[src/hdl/jpps_consts.vh]
// Constants for the test port pin sharing block
`ifndef JPPS_CONSTS_VH
`define JPPS_CONSTS_VH
// TAP states
`define JPPS_TLR  4'h0
`define JPPS_RTI  4'h1
`define JPPS_SDRS 4'h2
`define JPPS_CDR  4'h3
`define JPPS_SDR  4'h4
`define JPPS_E1DR 4'h5
`define JPPS_PDR  4'h6
`define JPPS_E2DR 4'h7
`define JPPS_UDR  4'h8
`define JPPS_SIRS 4'h9
`define JPPS_CIR  4'hA
`define JPPS_SIR  4'hB
`define JPPS_E1IR 4'hC
`define JPPS_PIR  4'hD
`define JPPS_E2IR 4'hE
`define JPPS_UIR  4'hF
// Instructions
`define JPPS_IR_W      4
`define JPPS_INS_HIGHZ 4'h7
`define JPPS_INS_CSUM  4'h8
`define JPPS_INS_PROBE 4'h9
`define JPPS_INS_PROG  4'hA
`define JPPS_INS_BYP   4'hF
`define JPPS_IR_CAPT   4'h1
// Widths
`define JPPS_CSUM_W  16
`define JPPS_NODE_W  16
`define JPPS_SEL_W   4
`define JPPS_PSEL_W  8
`define JPPS_IO_W    8
`define JPPS_CNT_W   5
// Synchroniser reset levels: TMS and scan reset idle high
`define JPPS_SYNC_IDLE 6'h18
`endif

[src/hdl/jpps_top.v]
// Test port pin sharing: TAP, shared pin muxing, probe outputs
//
// Overview of operation
// - Shared mode: TMS low claims TCK, TDI, TDO
// - Test pins held until test-logic-reset, then released
// - TMS high five TCK edges reaches reset
// - Dedicated mode: standard TAP, no sharing
// - Active-low scan reset, pulled up, asynchronous
// - TDO driven during checksum, released afterward
// - Two probe outputs show selected nodes live
// - Probe pins revert to I/O; fuse disables
// - HIGHZ tristates pads, configured pulls become active
// - TCK and TDI serve scan, probe, programming
`timescale 1ns/1ps
`include "jpps_consts.vh"

module jpps_top
(
   // Clock and reset
   input  wire                        clk,
   input  wire                        reset,
   input  wire                        ce,
   // Mode straps
   input  wire                        dedicated_mode,
   input  wire                        probe_enable,
   input  wire                        probe_fuse_blown,
   // Test pins
   input  wire                        tms_pin,
   input  wire                        trst_n_pin,
   input  wire                        trst_n_driven,
   input  wire                        tck_pin_in,
   output wire                        tck_pin_out,
   output wire                        tck_pin_oe,
   input  wire                        tdi_pin_in,
   output wire                        tdi_pin_out,
   output wire                        tdi_pin_oe,
   input  wire                        tdo_pin_in,
   output wire                        tdo_pin_out,
   output wire                        tdo_pin_oe,
   // User side of shared pins
   input  wire [2:0]                  user_out,
   input  wire [2:0]                  user_oe,
   output reg  [2:0]                  user_in,
   // Probe pins
   output wire                        probe_out_a_out,
   output wire                        probe_out_a_oe,
   output wire                        probe_out_b_out,
   output wire                        probe_out_b_oe,
   input  wire [1:0]                  user_probe_out,
   input  wire [1:0]                  user_probe_oe,
   input  wire [`JPPS_NODE_W-1:0]     probe_nodes,
   // Pad control
   input  wire [`JPPS_IO_W-1:0]       pull_up_cfg,
   input  wire [`JPPS_IO_W-1:0]       pull_dn_cfg,
   output wire                        io_highz,
   output wire [`JPPS_IO_W-1:0]       pad_pull_up_en,
   output wire [`JPPS_IO_W-1:0]       pad_pull_dn_en,
   // Checksum and programming
   input  wire [`JPPS_CSUM_W-1:0]     checksum,
   output reg                         prog_clk_pulse,
   output reg                         prog_data,
   // Status
   output wire                        tap_in_reset,
   output wire                        pins_in_test
);

   // ---------------------------------------------------------------
   // Pin synchronisers
   // ---------------------------------------------------------------
   // Bits: 0 tck, 1 tdi, 2 tdo, 3 tms, 4 trst_n, 5 trst driven
   wire [5:0] pin_raw;
   reg  [5:0] sync_a;
   reg  [5:0] sync_b;
   reg        tck_prev;
   // Reset to idle pin levels, or a false claim follows reset
   localparam [5:0] sync_idle = `JPPS_SYNC_IDLE;

   assign pin_raw = {trst_n_driven, trst_n_pin, tms_pin, tdo_pin_in, tdi_pin_in, tck_pin_in};

   genvar gi;
   generate
      for (gi = 0; gi < 6; gi = gi + 1)
      begin : g_sync
         always @(posedge clk)
         begin
            if (reset)
            begin
               sync_a[gi] <= sync_idle[gi];
               sync_b[gi] <= sync_idle[gi];
            end
            else if (ce)
            begin
               sync_a[gi] <= pin_raw[gi];
               sync_b[gi] <= sync_a[gi];
            end
         end
      end
   endgenerate

   wire tck_s   = sync_b[0];
   wire tdi_s   = sync_b[1];
   wire tms_s   = sync_b[3];
   // Undriven reset pin reads high through the pull-up
   wire trst_n  = ~sync_b[5] | sync_b[4];
   wire tck_r   = tck_s & ~tck_prev;
   wire tck_f   = ~tck_s & tck_prev;

   // ---------------------------------------------------------------
   // Pin ownership
   // ---------------------------------------------------------------
   reg  [3:0] tap_state;
   reg  [3:0] next_tap_state;
   reg        claim;
   reg        csum_busy;

   assign tap_in_reset = (tap_state == `JPPS_TLR);
   // One selector for TCK and TDI; TDO widens it below
   assign pins_in_test = dedicated_mode | claim;
   // TDO also taken while a checksum is being read back
   wire tdo_test = pins_in_test | csum_busy;
   // In shared mode the TAP ignores TCK until pins are claimed
   wire tap_clk_en = pins_in_test & tck_r;

   always @(posedge clk)
   begin
      if (reset)
      begin
         claim    <= 1'b0;
         tck_prev <= 1'b0;
      end
      else if (ce)
      begin
         tck_prev <= tck_s;
         if (!dedicated_mode && !tms_s)
            claim <= 1'b1;
         else if (tap_in_reset)
            claim <= 1'b0;
      end
   end

   // ---------------------------------------------------------------
   // TAP state machine
   // ---------------------------------------------------------------
   always @*
   begin
      case (tap_state)
         `JPPS_TLR:  next_tap_state = tms_s ? `JPPS_TLR  : `JPPS_RTI;
         `JPPS_RTI:  next_tap_state = tms_s ? `JPPS_SDRS : `JPPS_RTI;
         `JPPS_SDRS: next_tap_state = tms_s ? `JPPS_SIRS : `JPPS_CDR;
         `JPPS_CDR:  next_tap_state = tms_s ? `JPPS_E1DR : `JPPS_SDR;
         `JPPS_SDR:  next_tap_state = tms_s ? `JPPS_E1DR : `JPPS_SDR;
         `JPPS_E1DR: next_tap_state = tms_s ? `JPPS_UDR  : `JPPS_PDR;
         `JPPS_PDR:  next_tap_state = tms_s ? `JPPS_E2DR : `JPPS_PDR;
         `JPPS_E2DR: next_tap_state = tms_s ? `JPPS_UDR  : `JPPS_SDR;
         `JPPS_UDR:  next_tap_state = tms_s ? `JPPS_SDRS : `JPPS_RTI;
         `JPPS_SIRS: next_tap_state = tms_s ? `JPPS_TLR  : `JPPS_CIR;
         `JPPS_CIR:  next_tap_state = tms_s ? `JPPS_E1IR : `JPPS_SIR;
         `JPPS_SIR:  next_tap_state = tms_s ? `JPPS_E1IR : `JPPS_SIR;
         `JPPS_E1IR: next_tap_state = tms_s ? `JPPS_UIR  : `JPPS_PIR;
         `JPPS_PIR:  next_tap_state = tms_s ? `JPPS_E2IR : `JPPS_PIR;
         `JPPS_E2IR: next_tap_state = tms_s ? `JPPS_UIR  : `JPPS_SIR;
         `JPPS_UIR:  next_tap_state = tms_s ? `JPPS_SDRS : `JPPS_RTI;
         default:    next_tap_state = `JPPS_TLR;
      endcase
   end

   // Scan reset acts at once, not waiting for a TCK edge
   always @(posedge clk)
   begin
      if (reset || !trst_n)
         tap_state <= `JPPS_TLR;
      else if (ce && tap_clk_en)
         tap_state <= next_tap_state;
   end

   // ---------------------------------------------------------------
   // Instruction and data registers
   // ---------------------------------------------------------------
   reg [`JPPS_IR_W-1:0]   ir_shift;
   reg [`JPPS_IR_W-1:0]   ir;
   reg [`JPPS_CSUM_W-1:0] dr_shift;
   reg [`JPPS_PSEL_W-1:0] probe_sel;
   reg [`JPPS_CNT_W-1:0]  csum_cnt;
   reg                    tdo_q;
   reg                    tdo_en;

   wire in_sdr = (tap_state == `JPPS_SDR);
   wire in_sir = (tap_state == `JPPS_SIR);
   wire is_csum  = (ir == `JPPS_INS_CSUM);
   wire is_probe = (ir == `JPPS_INS_PROBE);
   // Unknown codes fall back to the one-bit bypass path
   wire is_wide  = is_csum | is_probe;
   // Every data path, bypass too, leaves through bit 0
   wire dr_out   = dr_shift[0];

   always @(posedge clk)
   begin
      if (reset || !trst_n)
      begin
         ir_shift  <= {`JPPS_IR_W{1'b0}};
         ir        <= `JPPS_INS_BYP;
         dr_shift  <= {`JPPS_CSUM_W{1'b0}};
         probe_sel <= {`JPPS_PSEL_W{1'b0}};
         csum_cnt  <= {`JPPS_CNT_W{1'b0}};
         csum_busy <= 1'b0;
         tdo_q     <= 1'b0;
         tdo_en    <= 1'b0;
      end
      else if (ce)
      begin
         if (tap_clk_en)
         begin
            case (tap_state)
               `JPPS_TLR:
                  ir <= `JPPS_INS_BYP;
               `JPPS_CIR:
                  ir_shift <= `JPPS_IR_CAPT;
               `JPPS_SIR:
                  ir_shift <= {tdi_s, ir_shift[`JPPS_IR_W-1:1]};
               `JPPS_UIR:
               begin
                  ir <= ir_shift;
                  if (ir_shift == `JPPS_INS_CSUM)
                  begin
                     csum_busy <= 1'b1;
                     csum_cnt  <= {`JPPS_CNT_W{1'b0}};
                  end
               end
               `JPPS_CDR:
                  if (is_csum)
                     dr_shift <= checksum;
                  else if (is_probe)
                     dr_shift <= {{(`JPPS_CSUM_W-`JPPS_PSEL_W){1'b0}}, probe_sel};
                  else
                     dr_shift <= {`JPPS_CSUM_W{1'b0}};
               `JPPS_SDR:
               begin
                  if (is_probe)
                     dr_shift <= {{(`JPPS_CSUM_W-`JPPS_PSEL_W){1'b0}}, tdi_s,
                                  dr_shift[`JPPS_PSEL_W-1:1]};
                  else if (is_wide)
                     dr_shift <= {tdi_s, dr_shift[`JPPS_CSUM_W-1:1]};
                  else
                     dr_shift <= {tdi_s, dr_shift[`JPPS_CSUM_W-2:0]} >> (`JPPS_CSUM_W-1);
                  if (csum_busy && is_csum)
                  begin
                     csum_cnt <= csum_cnt + 1'b1;
                     // Done once every checksum bit has left
                     if (csum_cnt == `JPPS_CSUM_W-1)
                        csum_busy <= 1'b0;
                  end
               end
               `JPPS_UDR:
                  if (is_probe)
                     probe_sel <= dr_shift[`JPPS_PSEL_W-1:0];
               default:
                  ir <= ir;
            endcase
         end
         // Leaving the checksum instruction ends the readout
         if (csum_busy && !is_csum)
            csum_busy <= 1'b0;
         // TDO changes on the falling TCK edge
         if (tck_f)
         begin
            tdo_q  <= in_sir ? ir_shift[0] : dr_out;
            tdo_en <= in_sir | in_sdr;
         end
      end
   end

   // ---------------------------------------------------------------
   // Shared pin drivers
   // ---------------------------------------------------------------
   // TCK and TDI are inputs while owned by the test logic
   assign tck_pin_out = pins_in_test ? 1'b0 : user_out[0];
   assign tck_pin_oe  = pins_in_test ? 1'b0 : user_oe[0];
   assign tdi_pin_out = pins_in_test ? 1'b0 : user_out[1];
   assign tdi_pin_oe  = pins_in_test ? 1'b0 : user_oe[1];
   assign tdo_pin_out = tdo_test ? tdo_q : user_out[2];
   assign tdo_pin_oe  = tdo_test ? (tdo_en | csum_busy) : user_oe[2];

   always @(posedge clk)
   begin
      if (reset)
      begin
         user_in        <= 3'h0;
         prog_clk_pulse <= 1'b0;
         prog_data      <= 1'b0;
      end
      else if (ce)
      begin
         // User logic sees idle zero while a pin belongs to test
         user_in[0] <= pins_in_test ? 1'b0 : tck_s;
         user_in[1] <= pins_in_test ? 1'b0 : tdi_s;
         user_in[2] <= tdo_test ? 1'b0 : sync_b[2];
         // Programming is clocked by TCK with TDI as data
         prog_clk_pulse <= tap_clk_en && (ir == `JPPS_INS_PROG) && in_sdr;
         prog_data      <= tdi_s;
      end
   end

   // ---------------------------------------------------------------
   // Probe outputs
   // ---------------------------------------------------------------
   // Fuse input is never cleared here, so disable is permanent
   wire probing = probe_enable & ~probe_fuse_blown;
   // Node selection is combinational for real-time view
   wire node_a = probe_nodes[probe_sel[`JPPS_SEL_W-1:0]];
   wire node_b = probe_nodes[probe_sel[`JPPS_PSEL_W-1:`JPPS_SEL_W]];

   assign probe_out_a_out = probing ? node_a : user_probe_out[0];
   assign probe_out_a_oe  = probing ? 1'b1   : user_probe_oe[0];
   assign probe_out_b_out = probing ? node_b : user_probe_out[1];
   assign probe_out_b_oe  = probing ? 1'b1   : user_probe_oe[1];

   // ---------------------------------------------------------------
   // High-impedance instruction
   // ---------------------------------------------------------------
   assign io_highz       = (ir == `JPPS_INS_HIGHZ);
   assign pad_pull_up_en = io_highz ? pull_up_cfg : {`JPPS_IO_W{1'b0}};
   assign pad_pull_dn_en = io_highz ? pull_dn_cfg : {`JPPS_IO_W{1'b0}};

endmodule // jpps_top

[config.mk]
export PLATFORM = sky130hd
export DESIGN_NAME = jpps_top
export DESIGN_NICKNAME = d
export VERILOG_FILES = /design/src/hdl/jpps_top.v
export VERILOG_INCLUDE_DIRS = /design/src /design/src/hdl
export SDC_FILE = /design/constraint.sdc
export NUM_CORES = 1
export LEC_CHECK = 0
export ABC_AREA = 1
export CAP_MARGIN = 15
export CORE_AREA = 2 2 119 75
export DETAILED_ROUTE_END_ITERATION = 7
export DIE_AREA = 0 0 121 77
export DONT_BUFFER_PORTS = 1
export HOLD_SLACK_MARGIN = 0.02
export PLACE_DENSITY_LB_ADDON = 0.08
export SKIP_LAST_GASP = 1
export SLEW_MARGIN = 20
export SYNTH_ARGS = -nofsm -noshare
export SYNTH_HDL_FRONTEND = slang
export SYNTH_SLANG_ARGS = --single-unit
export TNS_END_PERCENT = 5
[constraint.sdc]
create_clock -name clk -period 2.24 [get_ports clk]
set_clock_uncertainty 0.15 [all_clocks]
set_input_delay 0 -clock clk [delete_from_list [all_inputs] [get_ports clk]]
set_output_delay 0 -clock clk [all_outputs]
set_load 0.1 [all_outputs]
==> results.cfg <==
[sta]
fin_crit_ns = 2.213
final-setup-viol-count = 0
finalCritPeriodShare_pct = 98.81
slew_headroom_pct = 50.38
tightest_slew_ns = 0.7443
hold_viol_final = 0
drv_slew = 0
rsz0062_at_grt = yes
tns_ns = 0
max_freq_mhz = 451.8

[logic_synthesis]
synth_warnings = 0
synth_area_um2 = 3612
synth.largest_area_cell = dfxtp_1
synthAdderAreaFrac_pct = 0.6928
yosys.area_share.simple_pct = 40.94
synth_top_family_by_area = simple AND/OR/NAND/NOR gates
synthTopCellsByArea = dfxtp_1, nand2_1, nor2_1
ys_ff_latch = 63
avgSynthCellArea_um2 = 6.122
synth-edff-count = 0
syn_nets = 662
synth_compound_area_share_pct = 13.02
synth_cell_types = 34
yosysTopAreaCellShare_pct = 34.92
synthMuxAreaShare_pct = 0.3117
synth_flop_cell = dfxtp_1
synth_xor_area_share_pct = 0
seq_area_frac_synth_pct = 34.92
async_flop_share_pct = 0
netlist_instances = 590

[setup_path]
crit_path_start_kind = flop
path_buf_inv = 2
crit_required_ns = 2.09
worst-setup-path-type = reg -> out
timing.critical_path.arrival_ns = 2.06
path_cells = clkinv_1 > nand2_1 > nand3_1 > nand3_1 > nand2_1 > a21oi_1 > a21oi_2 > buf_4
crit_family = buffers and inverters
cpMaxStageDelayCell = dfxtp_1
end_kind = output pin
cp_max_fo = 10
max_stage_delay_ns = 0.53

[grt]
grtUsageTotal_pct = 23.05
antenna_found_initial = 1
grt_max_degree = 25
grt_pass1_wl_um = 16970
first_global_vias = 3400
gr-total-overflow = 0

[drt]
drc = 0
vias = 3979
ant_nets = 0
drt_iter0_drc = 374
wirelength_um = 10740
viasPerCell = 5.208
post_drt_wl_per_cell_um = 14.06
drtPass1Iterations = 5

[power_and_ir_drop]
powerDensity_nw_per_um2 = 599.7
leakagePower_nw = 2.193
peakVddDrop_uv = 362.4

[clock_network]
clk_pin_slew_ns = 0.05
cts_buffer_depth = 2
root_buffer = clkbuf_16
h-tree-depth = 3
cts_buffers = 9
cts_tree = built
cts_num_sinks = 63
clk_latency_ns = 0.33

[status]
status = complete, no violations

[floorplanning]
die-area_um2 = 9317
die_height_um = 77
chipWidth_um = 121
io_pins = 104
initial_utilization_pct = 43.89
coreArea_um2 = 8230
rows = 26

[placed_design]
placed_area_um2 = 4384
gp_congestion = 0.9627
dp_hpwl_um = 8104
io_buffers = 0

[cells_and_area]
drive_gt1_share_pct = 15.36
final_cell_mix = nand2_1, nor2_1, inv_1, dfxtp_1, nand3_1
fin_area_um2 = 4976
fin_nets = 718
layout_commonest_cell = nand2_1
area_growth_pct = 37.76

[run]
cap_violations = 0

[worst_hold_path]
min_path_type = in -> out
-- path summary, 6_finish.rpt --
check | start | to | slack [ns] | cells past startpoint
worst min-delay path | user_out[1] | tdi_pin_out | 0.1 | 3
worst max-delay path | probe_sel[0]$_SDFFE_PP0P_ | probe_out_a_out | 0.03 | 8
worst max register to register | tap_state[1]$_SDFFE_PP0P_ | dr_shift[6]$_SDFFE_PP0P_ | 0.16 | 9
worst min register to register | sync_b[2]$_SDFFE_PP0P_ | user_in[2]$_SDFFE_PP0P_ | 0.31 | 2
-- power by group --
part | switching, mW | internal [mW] | total, mW
sequential | 0.0147 | 1.14 | 1.16
clock | 0.517 | 0.981 | 1.50
combinational | 0.227 | 0.103 | 0.330
total | 0.759 | 2.22 | 2.98
-- synthesized netlist by cell type (3+ instances only) --
cell and instances:
nand4_1 3, o21ai_1 5, o22ai_1 3, nand3b_1 3, nor2_2 4, nor2_4 3
dfxtp_1 63, a21oi_1 36, o21ai_0 30, o211ai_1 4, nand3_1 59, a31oi_1 8
nor3_1 4, inv_1 65, nand2_1 164, nor2_1 98, buf_2 6, clkinv_1 4
clkbuf_1 9
-- cell families after synthesis --
group,Yosys count
fa+ha+maj,2
buf+inv,90
flops,63
compound gates,88
mux,1
simple gates,346
-- layout make-up --
cell class                      instances  area (um^2)
Timing Repair Buffer                   64        823.3
Clock buffer                           10        229.0
Fill cell                             726         3254
Clock inverter                          6        93.84
Inverter                               71        285.3
Sequential cell                        63         1264
Antenna cell                            1        2.502
Multi-Input combinational cell        437         2138
Tap cell                              112        140.1
-- flip-flops by register name (all words and copies together), names as in the netlist, 3 cells and up --
name / cells
dr_shift: 16
probe_sel: 8
sync_a: 6
csum_cnt: 5
ir: 4
ir_shift: 4
tap_state: 4
sync_b: 3
user_in: 3
-- per-stage QoR --
| stage | total power, mW | setup WS, ns | util (%) | hold slack, ns | cells |
|---|---|---|---|---|---|
| 3_3_place_gp | 1.460 | 0.2923 | 53.27 | -0.07733 | 721 |
| 6_report | 2.984 | 0.02670 | 60.46 | 0.09825 | 764 |
| 2_1_floorplan | 1.394 | -0.4790 | - | -0.02369 | 590 |
| 3_5_place_dp | 1.464 | 0.1960 | 53.27 | -0.07605 | 721 |
| 5_1_grt | 3.078 | -0.1455 | 60.46 | 0.1032 | 764 |
| 4_1_cts | 3.007 | 0.009781 | 60.35 | 0.09917 | 763 |
-- per-layer routing --
layer	vias up	part of all wire (%)	GRT usage, %
met5	-	0	0
met4	0	0.66	4.186
met3	7	11	8.854
met2	178	39	30.34
li1	2005	-	-
met1	1789	49	35.08
-- repair_timing --
| action | 4_1_cts | 5_1_grt |
|---|---|---|
| hold buffers | 26 | 0 |
| hold endpoints to repair | 56 | 0 |
| gates resized for setup | 0 | 2 |
| setup buffers | 0 | 0 |
| endpoints found under the setup margin | 0 | 25 |
-- worst reg2reg max path: cells and delay by family (launching register included) --
kind | cells | cell delay, ns
and+or+nand+nor | 7 | 1.02
DFF | 1 | 0.51
buffers and inverters | 2 | 0.30
No activity file was read; power rests on OpenSTA's default activity.
